==> src/hw/pfsm_map.vh <==
`ifndef PFSM_MAP_VH
`define PFSM_MAP_VH

// ----------------------------------------
// register indices
// ----------------------------------------
`define PFSM_ADDR_W        5
`define PFSM_NUM_REGS      18
`define PFSM_ADDR_PB_LOW   5'h00
`define PFSM_ADDR_PB_HIGH  5'h01
`define PFSM_ADDR_PC_LOW   5'h02
`define PFSM_ADDR_PC_HIGH  5'h03
`define PFSM_ADDR_PD_LOW   5'h04
`define PFSM_ADDR_PD_HIGH  5'h05
`define PFSM_ADDR_PE_LOW   5'h06
`define PFSM_ADDR_PE_HIGH  5'h07
`define PFSM_ADDR_PF_LOW   5'h08
`define PFSM_ADDR_PF_HIGH  5'h09
`define PFSM_ADDR_PG_LOW   5'h0A
`define PFSM_ADDR_PG_HIGH  5'h0B
`define PFSM_ADDR_PH_LOW   5'h0C
`define PFSM_ADDR_PH_HIGH  5'h0D
`define PFSM_ADDR_TCK_SRC  5'h0E
`define PFSM_ADDR_CAP_SRC  5'h0F
`define PFSM_ADDR_SER_SRC  5'h10
`define PFSM_ADDR_RX_SRC   5'h11

// ----------------------------------------
// reset value and implemented-bit masks
// ----------------------------------------
`define PFSM_SEL_RESET     8'h00
`define PFSM_MASK_FULL     8'hFF
`define PFSM_MASK_PD_HIGH  8'h3F
`define PFSM_MASK_PE_HIGH  8'h03
`define PFSM_MASK_PH_HIGH  8'h0F
`define PFSM_MASK_SRC      8'h7F
`define PFSM_MASK_RX_SMALL 8'h03
`define PFSM_MASK_RX_LARGE 8'h07

// ----------------------------------------
// field positions (lsb of 2-bit field)
// ----------------------------------------
`define PFSM_FLD_PB3       6
`define PFSM_FLD_PB2       4
`define PFSM_FLD_PB6       4
`define PFSM_FLD_PB5       2
`define PFSM_FLD_PC1       2
`define PFSM_FLD_PC0       0
`define PFSM_FLD_PD2       4
`define PFSM_FLD_PD4       0
`define PFSM_FLD_PE4       0
`define PFSM_FLD_PF7       6
`define PFSM_FLD_PG0       0
`define PFSM_FLD_PG1       2
`define PFSM_FLD_PH2       4
`define PFSM_FLD_PH3       6
`define PFSM_FLD_PH4       0
`define PFSM_FLD_PH5       2

// ----------------------------------------
// managed pin indices
// ----------------------------------------
`define PFSM_NUM_PINS      20
`define PFSM_PIN_PB3       0
`define PFSM_PIN_PB2       1
`define PFSM_PIN_PB6       2
`define PFSM_PIN_PB5       3
`define PFSM_PIN_PC1       4
`define PFSM_PIN_PC0       5
`define PFSM_PIN_PD2       6
`define PFSM_PIN_PD4       7
`define PFSM_PIN_PE4       8
`define PFSM_PIN_PF0       9
`define PFSM_PIN_PF7       13
`define PFSM_PIN_PG0       14
`define PFSM_PIN_PG1       15
`define PFSM_PIN_PH2       16

// ----------------------------------------
// field codes
// ----------------------------------------
`define PFSM_CODE_0        2'b00
`define PFSM_CODE_1        2'b01
`define PFSM_CODE_2        2'b10
`define PFSM_CODE_3        2'b11

`endif

==> src/hw/dummy_unused_placeholder_never.v <==
`timescale 1ns/1ps
`default_nettype none
`default_nettype wire

==> src/hw/pfsm_pin_mux.v <==
`timescale 1ns/1ps
`default_nettype none
`include "pfsm_map.vh"

module pfsm_pin_mux #(
    parameter LARGE_VARIANT = 1
) (
    input  wire                         clk_in,
    input  wire                         rst_in,
    input  wire [`PFSM_ADDR_W-1:0]      addr_in,
    input  wire [7:0]                   wr_data_in,
    input  wire                         wr_in,
    input  wire                         rd_in,
    output reg  [7:0]                   rd_data_out,
    input  wire [7:0]                   port_a_pin_in,
    input  wire [7:0]                   port_b_pin_in,
    input  wire [7:0]                   port_c_pin_in,
    input  wire [7:0]                   port_d_pin_in,
    input  wire [7:0]                   port_e_pin_in,
    input  wire [7:0]                   port_f_pin_in,
    input  wire [7:0]                   port_g_pin_in,
    input  wire [`PFSM_NUM_PINS-1:0]    pin_gpio_do_in,
    input  wire [`PFSM_NUM_PINS-1:0]    pin_gpio_oe_n_in,
    input  wire                         periodic_timer2_output_in,
    input  wire                         periodic_timer3_output_in,
    input  wire                         standard_timer1_output_in,
    input  wire                         standard_timer2_output_in,
    input  wire                         comparator0_output_in,
    input  wire                         uart1_transmit_in,
    input  wire                         uart2_transmit_in,
    input  wire [3:0]                   serial_pin_do_in,
    input  wire [3:0]                   serial_pin_oe_n_in,
    input  wire [3:0]                   lcd_common_in,
    output reg  [`PFSM_NUM_PINS-1:0]    pin_do_out,
    output reg  [`PFSM_NUM_PINS-1:0]    pin_oe_n_out,
    output reg  [`PFSM_NUM_PINS-1:0]    pin_special_out,
    output reg  [3:0]                   ptm_clock_out,
    output reg  [2:0]                   stm_clock_out,
    output reg  [3:0]                   ptm_capture_out,
    output reg  [2:0]                   stm_capture_out,
    output reg                          serial_cs_out,
    output reg                          serial_data_in_out,
    output reg                          serial_clock_out,
    output reg  [3:0]                   ext_int_out,
    output reg  [2:0]                   uart_receive_out
);

// ----------------------------------------
// selection registers
// ----------------------------------------
reg  [7:0] sel_r [0:`PFSM_NUM_REGS-1];
integer    i;

function [7:0] impl_mask;
    input [`PFSM_ADDR_W-1:0] a;
    begin
        case (a)
            `PFSM_ADDR_PD_HIGH: impl_mask = `PFSM_MASK_PD_HIGH;
            `PFSM_ADDR_PE_HIGH: impl_mask = `PFSM_MASK_PE_HIGH;
            `PFSM_ADDR_PH_HIGH: impl_mask = `PFSM_MASK_PH_HIGH;
            `PFSM_ADDR_TCK_SRC: impl_mask = `PFSM_MASK_SRC;
            `PFSM_ADDR_CAP_SRC: impl_mask = `PFSM_MASK_SRC;
            `PFSM_ADDR_SER_SRC: impl_mask = `PFSM_MASK_SRC;
            `PFSM_ADDR_RX_SRC:  impl_mask = (LARGE_VARIANT != 0) ?
                                    `PFSM_MASK_RX_LARGE : `PFSM_MASK_RX_SMALL;
            default: begin
                if (a < `PFSM_NUM_REGS) begin
                    impl_mask = `PFSM_MASK_FULL;
                end else begin
                    impl_mask = 8'h00;
                end
            end
        endcase
    end
endfunction

always @(posedge clk_in) begin
    if (rst_in) begin
        for (i = 0; i < `PFSM_NUM_REGS; i = i + 1) begin
            sel_r[i] <= `PFSM_SEL_RESET;
        end
    end else if (wr_in && (addr_in < `PFSM_NUM_REGS)) begin
        sel_r[addr_in] <= wr_data_in & impl_mask(addr_in);
    end
end

// ----------------------------------------
// register read
// ----------------------------------------
// data stands one cycle, zero otherwise
always @(posedge clk_in) begin
    if (rst_in) begin
        rd_data_out <= 8'h00;
    end else if (rd_in && (addr_in < `PFSM_NUM_REGS)) begin
        rd_data_out <= sel_r[addr_in] & impl_mask(addr_in);
    end else begin
        rd_data_out <= 8'h00;
    end
end

// ----------------------------------------
// field extraction
// ----------------------------------------
wire [1:0] f_pb3 = sel_r[`PFSM_ADDR_PB_LOW][`PFSM_FLD_PB3 +: 2];
wire [1:0] f_pb2 = sel_r[`PFSM_ADDR_PB_LOW][`PFSM_FLD_PB2 +: 2];
wire [1:0] f_pb6 = sel_r[`PFSM_ADDR_PB_HIGH][`PFSM_FLD_PB6 +: 2];
wire [1:0] f_pc1 = sel_r[`PFSM_ADDR_PC_LOW][`PFSM_FLD_PC1 +: 2];
wire [1:0] f_pc0 = sel_r[`PFSM_ADDR_PC_LOW][`PFSM_FLD_PC0 +: 2];
wire [1:0] f_pd2 = sel_r[`PFSM_ADDR_PD_LOW][`PFSM_FLD_PD2 +: 2];
wire [1:0] f_pd4 = sel_r[`PFSM_ADDR_PD_HIGH][`PFSM_FLD_PD4 +: 2];
wire [1:0] f_pe4 = sel_r[`PFSM_ADDR_PE_HIGH][`PFSM_FLD_PE4 +: 2];
wire [7:0] f_pf0 = sel_r[`PFSM_ADDR_PF_LOW];
wire [1:0] f_pf7 = sel_r[`PFSM_ADDR_PF_HIGH][`PFSM_FLD_PF7 +: 2];
wire [1:0] f_pg0 = sel_r[`PFSM_ADDR_PG_LOW][`PFSM_FLD_PG0 +: 2];
wire [1:0] f_pg1 = sel_r[`PFSM_ADDR_PG_LOW][`PFSM_FLD_PG1 +: 2];
wire [7:0] f_ph  = {sel_r[`PFSM_ADDR_PH_HIGH][`PFSM_FLD_PH5 +: 2],
                    sel_r[`PFSM_ADDR_PH_HIGH][`PFSM_FLD_PH4 +: 2],
                    sel_r[`PFSM_ADDR_PH_LOW][`PFSM_FLD_PH3 +: 2],
                    sel_r[`PFSM_ADDR_PH_LOW][`PFSM_FLD_PH2 +: 2]};

// ----------------------------------------
// output function decode
// ----------------------------------------
reg [`PFSM_NUM_PINS-1:0] do_nxt;
reg [`PFSM_NUM_PINS-1:0] oe_n_nxt;
reg [`PFSM_NUM_PINS-1:0] sp_nxt;
integer k;

always @* begin
    // port_b_line5 is the only pin that stays on this default path in every setting when LARGE_VARIANT is nonzero
    do_nxt   = pin_gpio_do_in;
    oe_n_nxt = pin_gpio_oe_n_in;
    sp_nxt   = {`PFSM_NUM_PINS{1'b0}};
    if (f_pb3 == `PFSM_CODE_3) begin
        do_nxt[`PFSM_PIN_PB3]   = periodic_timer2_output_in;
        oe_n_nxt[`PFSM_PIN_PB3] = 1'b0;
    end
    if (f_pb2 == `PFSM_CODE_3) begin
        do_nxt[`PFSM_PIN_PB2]   = periodic_timer3_output_in;
        oe_n_nxt[`PFSM_PIN_PB2] = 1'b0;
    end else if ((f_pb2 == `PFSM_CODE_2) && (LARGE_VARIANT != 0)) begin
        do_nxt[`PFSM_PIN_PB2]   = 1'b0;
        oe_n_nxt[`PFSM_PIN_PB2] = 1'b1;
    end
    case (f_pb6)
        `PFSM_CODE_2: begin
            do_nxt[`PFSM_PIN_PB6]   = standard_timer1_output_in;
            oe_n_nxt[`PFSM_PIN_PB6] = 1'b0;
        end
        `PFSM_CODE_3: begin
            do_nxt[`PFSM_PIN_PB6]   = 1'b0;
            oe_n_nxt[`PFSM_PIN_PB6] = 1'b1;
            sp_nxt[`PFSM_PIN_PB6]   = 1'b1;
        end
        default: begin
        end
    endcase
    case (f_pc1)
        `PFSM_CODE_1: begin
            do_nxt[`PFSM_PIN_PC1]   = comparator0_output_in;
            oe_n_nxt[`PFSM_PIN_PC1] = 1'b0;
        end
        `PFSM_CODE_2, `PFSM_CODE_3: begin
            do_nxt[`PFSM_PIN_PC1]   = 1'b0;
            oe_n_nxt[`PFSM_PIN_PC1] = 1'b1;
            sp_nxt[`PFSM_PIN_PC1]   = 1'b1;
        end
        default: begin
        end
    endcase
    if (f_pc0[1]) begin
        do_nxt[`PFSM_PIN_PC0]   = 1'b0;
        oe_n_nxt[`PFSM_PIN_PC0] = 1'b1;
        sp_nxt[`PFSM_PIN_PC0]   = 1'b1;
    end
    case (f_pd2)
        `PFSM_CODE_1: begin
            do_nxt[`PFSM_PIN_PD2]   = periodic_timer2_output_in;
            oe_n_nxt[`PFSM_PIN_PD2] = 1'b0;
        end
        `PFSM_CODE_2: begin
            do_nxt[`PFSM_PIN_PD2]   = uart1_transmit_in;
            oe_n_nxt[`PFSM_PIN_PD2] = 1'b0;
        end
        `PFSM_CODE_3: begin
            do_nxt[`PFSM_PIN_PD2]   = 1'b0;
            oe_n_nxt[`PFSM_PIN_PD2] = 1'b1;
            sp_nxt[`PFSM_PIN_PD2]   = 1'b1;
        end
        default: begin
        end
    endcase
    case (f_pd4)
        `PFSM_CODE_1: begin
            do_nxt[`PFSM_PIN_PD4]   = 1'b0;
            oe_n_nxt[`PFSM_PIN_PD4] = 1'b1;
        end
        `PFSM_CODE_2: begin
            do_nxt[`PFSM_PIN_PD4]   = periodic_timer3_output_in;
            oe_n_nxt[`PFSM_PIN_PD4] = 1'b0;
        end
        `PFSM_CODE_3: begin
            do_nxt[`PFSM_PIN_PD4]   = 1'b0;
            oe_n_nxt[`PFSM_PIN_PD4] = 1'b1;
            sp_nxt[`PFSM_PIN_PD4]   = 1'b1;
        end
        default: begin
        end
    endcase
    if (f_pe4 == `PFSM_CODE_3) begin
        do_nxt[`PFSM_PIN_PE4]   = 1'b0;
        oe_n_nxt[`PFSM_PIN_PE4] = 1'b1;
        sp_nxt[`PFSM_PIN_PE4]   = 1'b1;
    end
    for (k = 0; k < 4; k = k + 1) begin
        if (f_pf0[2*k +: 2] == `PFSM_CODE_2) begin
            do_nxt[`PFSM_PIN_PF0 + k]   = serial_pin_do_in[k];
            oe_n_nxt[`PFSM_PIN_PF0 + k] = serial_pin_oe_n_in[k];
        end else if (f_pf0[2*k +: 2] == `PFSM_CODE_3) begin
            do_nxt[`PFSM_PIN_PF0 + k]   = lcd_common_in[k];
            oe_n_nxt[`PFSM_PIN_PF0 + k] = 1'b0;
        end
        if (f_ph[2*k +: 2] == `PFSM_CODE_3) begin
            do_nxt[`PFSM_PIN_PH2 + k]   = 1'b0;
            oe_n_nxt[`PFSM_PIN_PH2 + k] = 1'b1;
            sp_nxt[`PFSM_PIN_PH2 + k]   = 1'b1;
        end
    end
    case (f_pf7)
        `PFSM_CODE_1: begin
            do_nxt[`PFSM_PIN_PF7]   = uart1_transmit_in;
            oe_n_nxt[`PFSM_PIN_PF7] = 1'b0;
        end
        `PFSM_CODE_2: begin
            do_nxt[`PFSM_PIN_PF7]   = standard_timer2_output_in;
            oe_n_nxt[`PFSM_PIN_PF7] = 1'b0;
        end
        `PFSM_CODE_3: begin
            do_nxt[`PFSM_PIN_PF7]   = 1'b0;
            oe_n_nxt[`PFSM_PIN_PF7] = 1'b1;
            sp_nxt[`PFSM_PIN_PF7]   = 1'b1;
        end
        default: begin
        end
    endcase
    if ((f_pg0 == `PFSM_CODE_3) && (LARGE_VARIANT != 0)) begin
        do_nxt[`PFSM_PIN_PG0]   = 1'b0;
        oe_n_nxt[`PFSM_PIN_PG0] = 1'b1;
    end
    if ((f_pg1 == `PFSM_CODE_3) && (LARGE_VARIANT != 0)) begin
        do_nxt[`PFSM_PIN_PG1]   = uart2_transmit_in;
        oe_n_nxt[`PFSM_PIN_PG1] = 1'b0;
    end
end

// ----------------------------------------
// input source routing
// ----------------------------------------
wire [6:0] tck_src = sel_r[`PFSM_ADDR_TCK_SRC][6:0];
wire [6:0] cap_src = sel_r[`PFSM_ADDR_CAP_SRC][6:0];
wire [6:0] ser_src = sel_r[`PFSM_ADDR_SER_SRC][6:0];
wire [2:0] rx_src  = sel_r[`PFSM_ADDR_RX_SRC][2:0];

wire [6:0] tck_pri = {port_d_pin_in[5], port_d_pin_in[3], port_c_pin_in[5], port_c_pin_in[3],
                      port_f_pin_in[6], port_d_pin_in[1], port_c_pin_in[7]};
wire [6:0] tck_alt = {port_b_pin_in[1], port_b_pin_in[2], port_e_pin_in[2], port_f_pin_in[4],
                      port_b_pin_in[0], port_b_pin_in[7], port_e_pin_in[0]};
wire [6:0] cap_pri = {port_d_pin_in[4], port_d_pin_in[2], port_c_pin_in[4], port_c_pin_in[2],
                      port_d_pin_in[6], port_d_pin_in[0], port_c_pin_in[6]};
wire [6:0] cap_alt = {port_b_pin_in[2], port_b_pin_in[3], port_e_pin_in[3], port_f_pin_in[5],
                      port_f_pin_in[7], port_b_pin_in[6], port_e_pin_in[1]};
wire [6:0] ser_pri = {port_a_pin_in[1], port_a_pin_in[4], port_a_pin_in[5], port_a_pin_in[5],
                      port_a_pin_in[4], port_a_pin_in[3], port_a_pin_in[1]};
wire [6:0] ser_alt = {port_f_pin_in[0], port_f_pin_in[2], port_f_pin_in[3], port_c_pin_in[7],
                      port_d_pin_in[0], port_a_pin_in[7], port_a_pin_in[6]};
wire [2:0] rx_pri  = {port_b_pin_in[2], port_d_pin_in[1], port_a_pin_in[6]};
wire [2:0] rx_alt  = {port_g_pin_in[0], port_f_pin_in[6], port_d_pin_in[4]};

// a set source bit picks the alternate pin
wire [6:0] tck_nxt = (tck_src & tck_alt) | (~tck_src & tck_pri);
wire [6:0] cap_nxt = (cap_src & cap_alt) | (~cap_src & cap_pri);
wire [6:0] ser_nxt = (ser_src & ser_alt) | (~ser_src & ser_pri);
wire [2:0] rx_nxt  = (rx_src & rx_alt) | (~rx_src & rx_pri);

// ----------------------------------------
// output registers
// ----------------------------------------
always @(posedge clk_in) begin
    if (rst_in) begin
        pin_do_out         <= {`PFSM_NUM_PINS{1'b0}};
        pin_oe_n_out       <= {`PFSM_NUM_PINS{1'b1}};
        pin_special_out    <= {`PFSM_NUM_PINS{1'b0}};
        ptm_clock_out      <= 4'h0;
        stm_clock_out      <= 3'h0;
        ptm_capture_out    <= 4'h0;
        stm_capture_out    <= 3'h0;
        serial_cs_out      <= 1'b0;
        serial_data_in_out <= 1'b0;
        serial_clock_out   <= 1'b0;
        ext_int_out        <= 4'h0;
        uart_receive_out   <= 3'h0;
    end else begin
        pin_do_out         <= do_nxt;
        pin_oe_n_out       <= oe_n_nxt;
        pin_special_out    <= sp_nxt;
        ptm_clock_out      <= tck_nxt[6:3];
        stm_clock_out      <= tck_nxt[2:0];
        ptm_capture_out    <= cap_nxt[6:3];
        stm_capture_out    <= cap_nxt[2:0];
        serial_cs_out      <= ser_nxt[6];
        serial_data_in_out <= ser_nxt[5];
        serial_clock_out   <= ser_nxt[4];
        ext_int_out        <= ser_nxt[3:0];
        uart_receive_out   <= rx_nxt;
    end
end

endmodule // pfsm_pin_mux

`default_nettype wire

==> config.mk <==
export PLATFORM = sky130hd
export DESIGN_NAME = pfsm_pin_mux
export DESIGN_NICKNAME = d
export VERILOG_FILES = /design/src/hw/dummy_unused_placeholder_never.v /design/src/hw/pfsm_pin_mux.v
export VERILOG_INCLUDE_DIRS = /design/src /design/src/hw
export SDC_FILE = /design/constraint.sdc
export NUM_CORES = 1
export LEC_CHECK = 0
export BUFFER_PORTS_ARGS = -buffer_cell sky130_fd_sc_hd__buf_4
export CAP_MARGIN = 0
export CORE_MARGIN = 2
export CORE_UTILIZATION = 45
export CTS_BUF_LIST = sky130_fd_sc_hd__clkbuf_4 sky130_fd_sc_hd__clkbuf_8
export DETAILED_ROUTE_END_ITERATION = 12
export GPL_ROUTABILITY_DRIVEN = 1
export PLACE_DENSITY = 0.77
export SYNTH_ARGS = -nofsm -noshare
export SYNTH_HDL_FRONTEND = slang
export SYNTH_SLANG_ARGS = --single-unit
==> constraint.sdc <==
create_clock -name clk_in -period 2.32 [get_ports clk_in]
set_input_delay 0.232 -clock clk_in [delete_from_list [all_inputs] [get_ports clk_in]]
set_output_delay 0.232 -clock clk_in [all_outputs]
set_load 0.05 [all_outputs]
==> results.ini <==
[outcome]
run_status=finished clean

[yosys]
synth_flop_cell=edfxtp_1
synthMostInstantiatedCell=edfxtp_1
synth_area_um2=12300
synth_top_area_share_pct=53.5
ys_types=64
synth_cells=862
ys_warnings=0
syn_avg_cell_area_um2=14.3
synth.ff_latch_count=303
synth.top_cells.by_count=220 x edfxtp_1, 163 x nor2_1, 83 x dfxtp_1
synth.yosys.seq_area_share_pct=67.0
synth-async-reset-ratio_pct=0
yosysTopAreaCell=edfxtp_1
synth_enable_flop_cells=220
synth_top_cells_by_area=edfxtp_1 54%, dfxtp_1 13%, mux4_2 8.0%

[worst_setup_path]
cp_max_delay_cell=mux4_2
cp.buffers_inverters=0
setup.worst_path.start_class=flop
cpPeakStageDelay_ns=0.57
dominant_delay_contributor_by_cell_family_on_the_critical_path=multiplexers
worst_path_most_repeated_cell=mux4_2
critPathCaptureType=flop
category_of_the_critical_setup_timing_path=reg2reg
crit_arrival_ns=2.32
critPathMaxFanout=5
path_cells=mux4_2 -> mux4_2 -> and4b_1
worst-endpoint-required_ns=2.76

[drt]
drt_wl_total_um=33000
route.vias.total=8898
antenna_violating_nets_post_route=0
first_iter_violations=724
drcViolationCount=0
drt-wirelength-per-cell_um=19.6
drt-vias-per-instance=5.27
firstDrtPassIters=5

[timing]
fmax_ghz=0.531
setup_repair_after_global_routing_missed_its_margin=false
setup_total_negative_slack_ns=0
finalSetupViolCount=0
final_period_minus_worst_setup_slack_ns=1.88
timing.clock.skew_ns=0.0134
worst_pin_slew_ns=0.678
final.period_utilization_pct=81.1
number_of_pins_with_negative_max_slew_slack_in_the_final_report=0
slew_headroom_pct=54.4
finalHoldViolCount=0

[clock_tree]
numClockSinks=303
cts_tree=yes
root_buffer=clkbuf_8
clock_tree.htree_level_count=2
cts_resized=0
clk_latency_ns=0.56
cts-root-to-sink-buffers=3
worst_setup_hold_path_clk_slew_ns=0.07
cts-buffers-inserted=49

[floorplan]
fp.dieW_um=170
height_of_the_die_um=170
core_um2=27000
design.portCount=224
initial_utilization_pct=45.8
std_cell_rows=60
die_area_um2=28800

[flow_run]
maxCapViolations=0

[placed_design]
dp_hpwl_um=22000
portbufs=195
place.gp.congestion=0.914

[global_route]
grt_antenna_before_repair=1
gr_util_all_layers_pct=22.8
overflow=0
grt_first_pass_wirelength_um=49500
first_global_vias=9146
grt_start_max_net_pins=59

[power]
worst_ir_drop_vdd_mv=0.423
leakagePower_nw=6.65
cellPowerDensity_nw_per_um2=755

[final_layout]
area_growth_syn_to_layout_pct=35.2
post_route_cells_drive_above_1_share_pct=29.6
nets=1439
antenna_diodes=0
final_core_utilization_pct=61.9

[min_path]
min-delay-path-class=in2reg

-- power by group --
part / switching [W] / total, W / internal, W
Combinational: 0.000906 / 0.00159 / 0.000682
Clock: 0.00208 / 0.00474 / 0.00266
Sequential: 0.000142 / 0.00627 / 0.00612
-- final timing paths --
| check | depth (start not counted) | from | end | slack (ns) |
|---|---|---|---|---|
| worst max register to register | 3 | sel_r[9][7] | rd_data_out[7] | 0.44 |
| worst min-delay path | 3 | serial_pin_do_in[1] | pin_do_out[10] | 0.03 |
| worst max-delay path | 3 | sel_r[9][7] | rd_data_out[7] | 0.44 |
| worst min register to register | 1 | sel_r[2][1] | pin_do_out[5] | 0.49 |
-- metrics by stage --
stage	setup slack, ns	cell area, um^2	std cells	total power (W)	hold slack [ns]
final	0.438	16700	1687	0.0126	0.0289
after global routing	0.407	16700	1687	0.0130	0.0190
after CTS	0.450	16700	1687	0.0126	0.00647
after detailed placement	0.0649	14700	1497	0.00778	0.418
after global placement	0.0940	14700	1497	0.00774	0.415
after floorplan	0.264	12700	962	0.00723	0.331
-- flip-flops by register name (all words and copies together), names as in the netlist --
register / cells
sel_r: 220
pin_do_out: 20
pin_oe_n_out: 20
pin_special_out: 11
rd_data_out: 8
ext_int_out: 4
ptm_capture_out: 4
ptm_clock_out: 4
stm_capture_out: 3
stm_clock_out: 3
uart_receive_out: 3
serial_clock_out: 1
serial_cs_out: 1
serial_data_in_out: 1
-- worst register-to-register path, cell delays in order, from the launching register on --
cell and delay [ns]:
edfxtp_1 0.50, mux4_2 0.57, mux4_2 0.47, and4b_1 0.23
-- cell families (layout without fill, tap and decap cells) --
group / count (synthesis) / in the layout / share of synthesized area, %
and+or+nand+nor: 311 / 311 / 12.1
DFF: 303 / 303 / 67.0
muxes: 103 / 103 / 13.5
AOI/OAI and AO/OA: 77 / 77 / 4.13
buffers and inverters: 67 / 451 / 3.25
other: 1 / 101 / 0.0304
-- per-layer routing --
| metal | vias to the layer above | track usage [%] | wire length [um] |
|---|---|---|---|
| met5 | - | 1.74 | 80 |
| met4 | 4 | 10.3 | 1220 |
| met3 | 85 | 5.22 | 2830 |
| met2 | 438 | 39.4 | 16800 |
| met1 | 4405 | 27.2 | 12000 |
| li1 | 3966 | - | - |
-- cell type report --
class	count	area [um^2]
tap	341	427
sequential	303	8270
fill	1968	10300
clock buffer	75	882
timing repair buffer	344	2870
multi-input combinational	592	4050
clock inverter	15	129
inverter	17	63.8
-- cells in the final DEF, fill, tap and decap left out, types with 5 or more instances in the layout --
master,count
nand2b_1,29
edfxtp_1,220
clkbuf_4,24
dlygate4sd3_1,100
nor2_2,7
mux2i_1,50
a211oi_1,7
nand3_1,14
nor3_1,7
inv_1,16
mux4_1,5
a22oi_1,6
nand2_1,43
nor2b_1,9
a21oi_1,25
dfxtp_1,83
mux4_2,44
and2_1,7
nand3b_1,7
o21ai_0,8
conb_1,101
clkinv_1,6
nor2_1,163
clkinv_2,5
buf_4,241
clkbuf_8,51
-- repair_timing --
| item | in CTS | in global routing |
|---|---|---|
| hold buffers | 100 | 0 |
| buffers inserted | 0 | 0 |
| hold endpoints to repair | 65 | 0 |
Note: power is estimated with default switching activity, not from simulation.
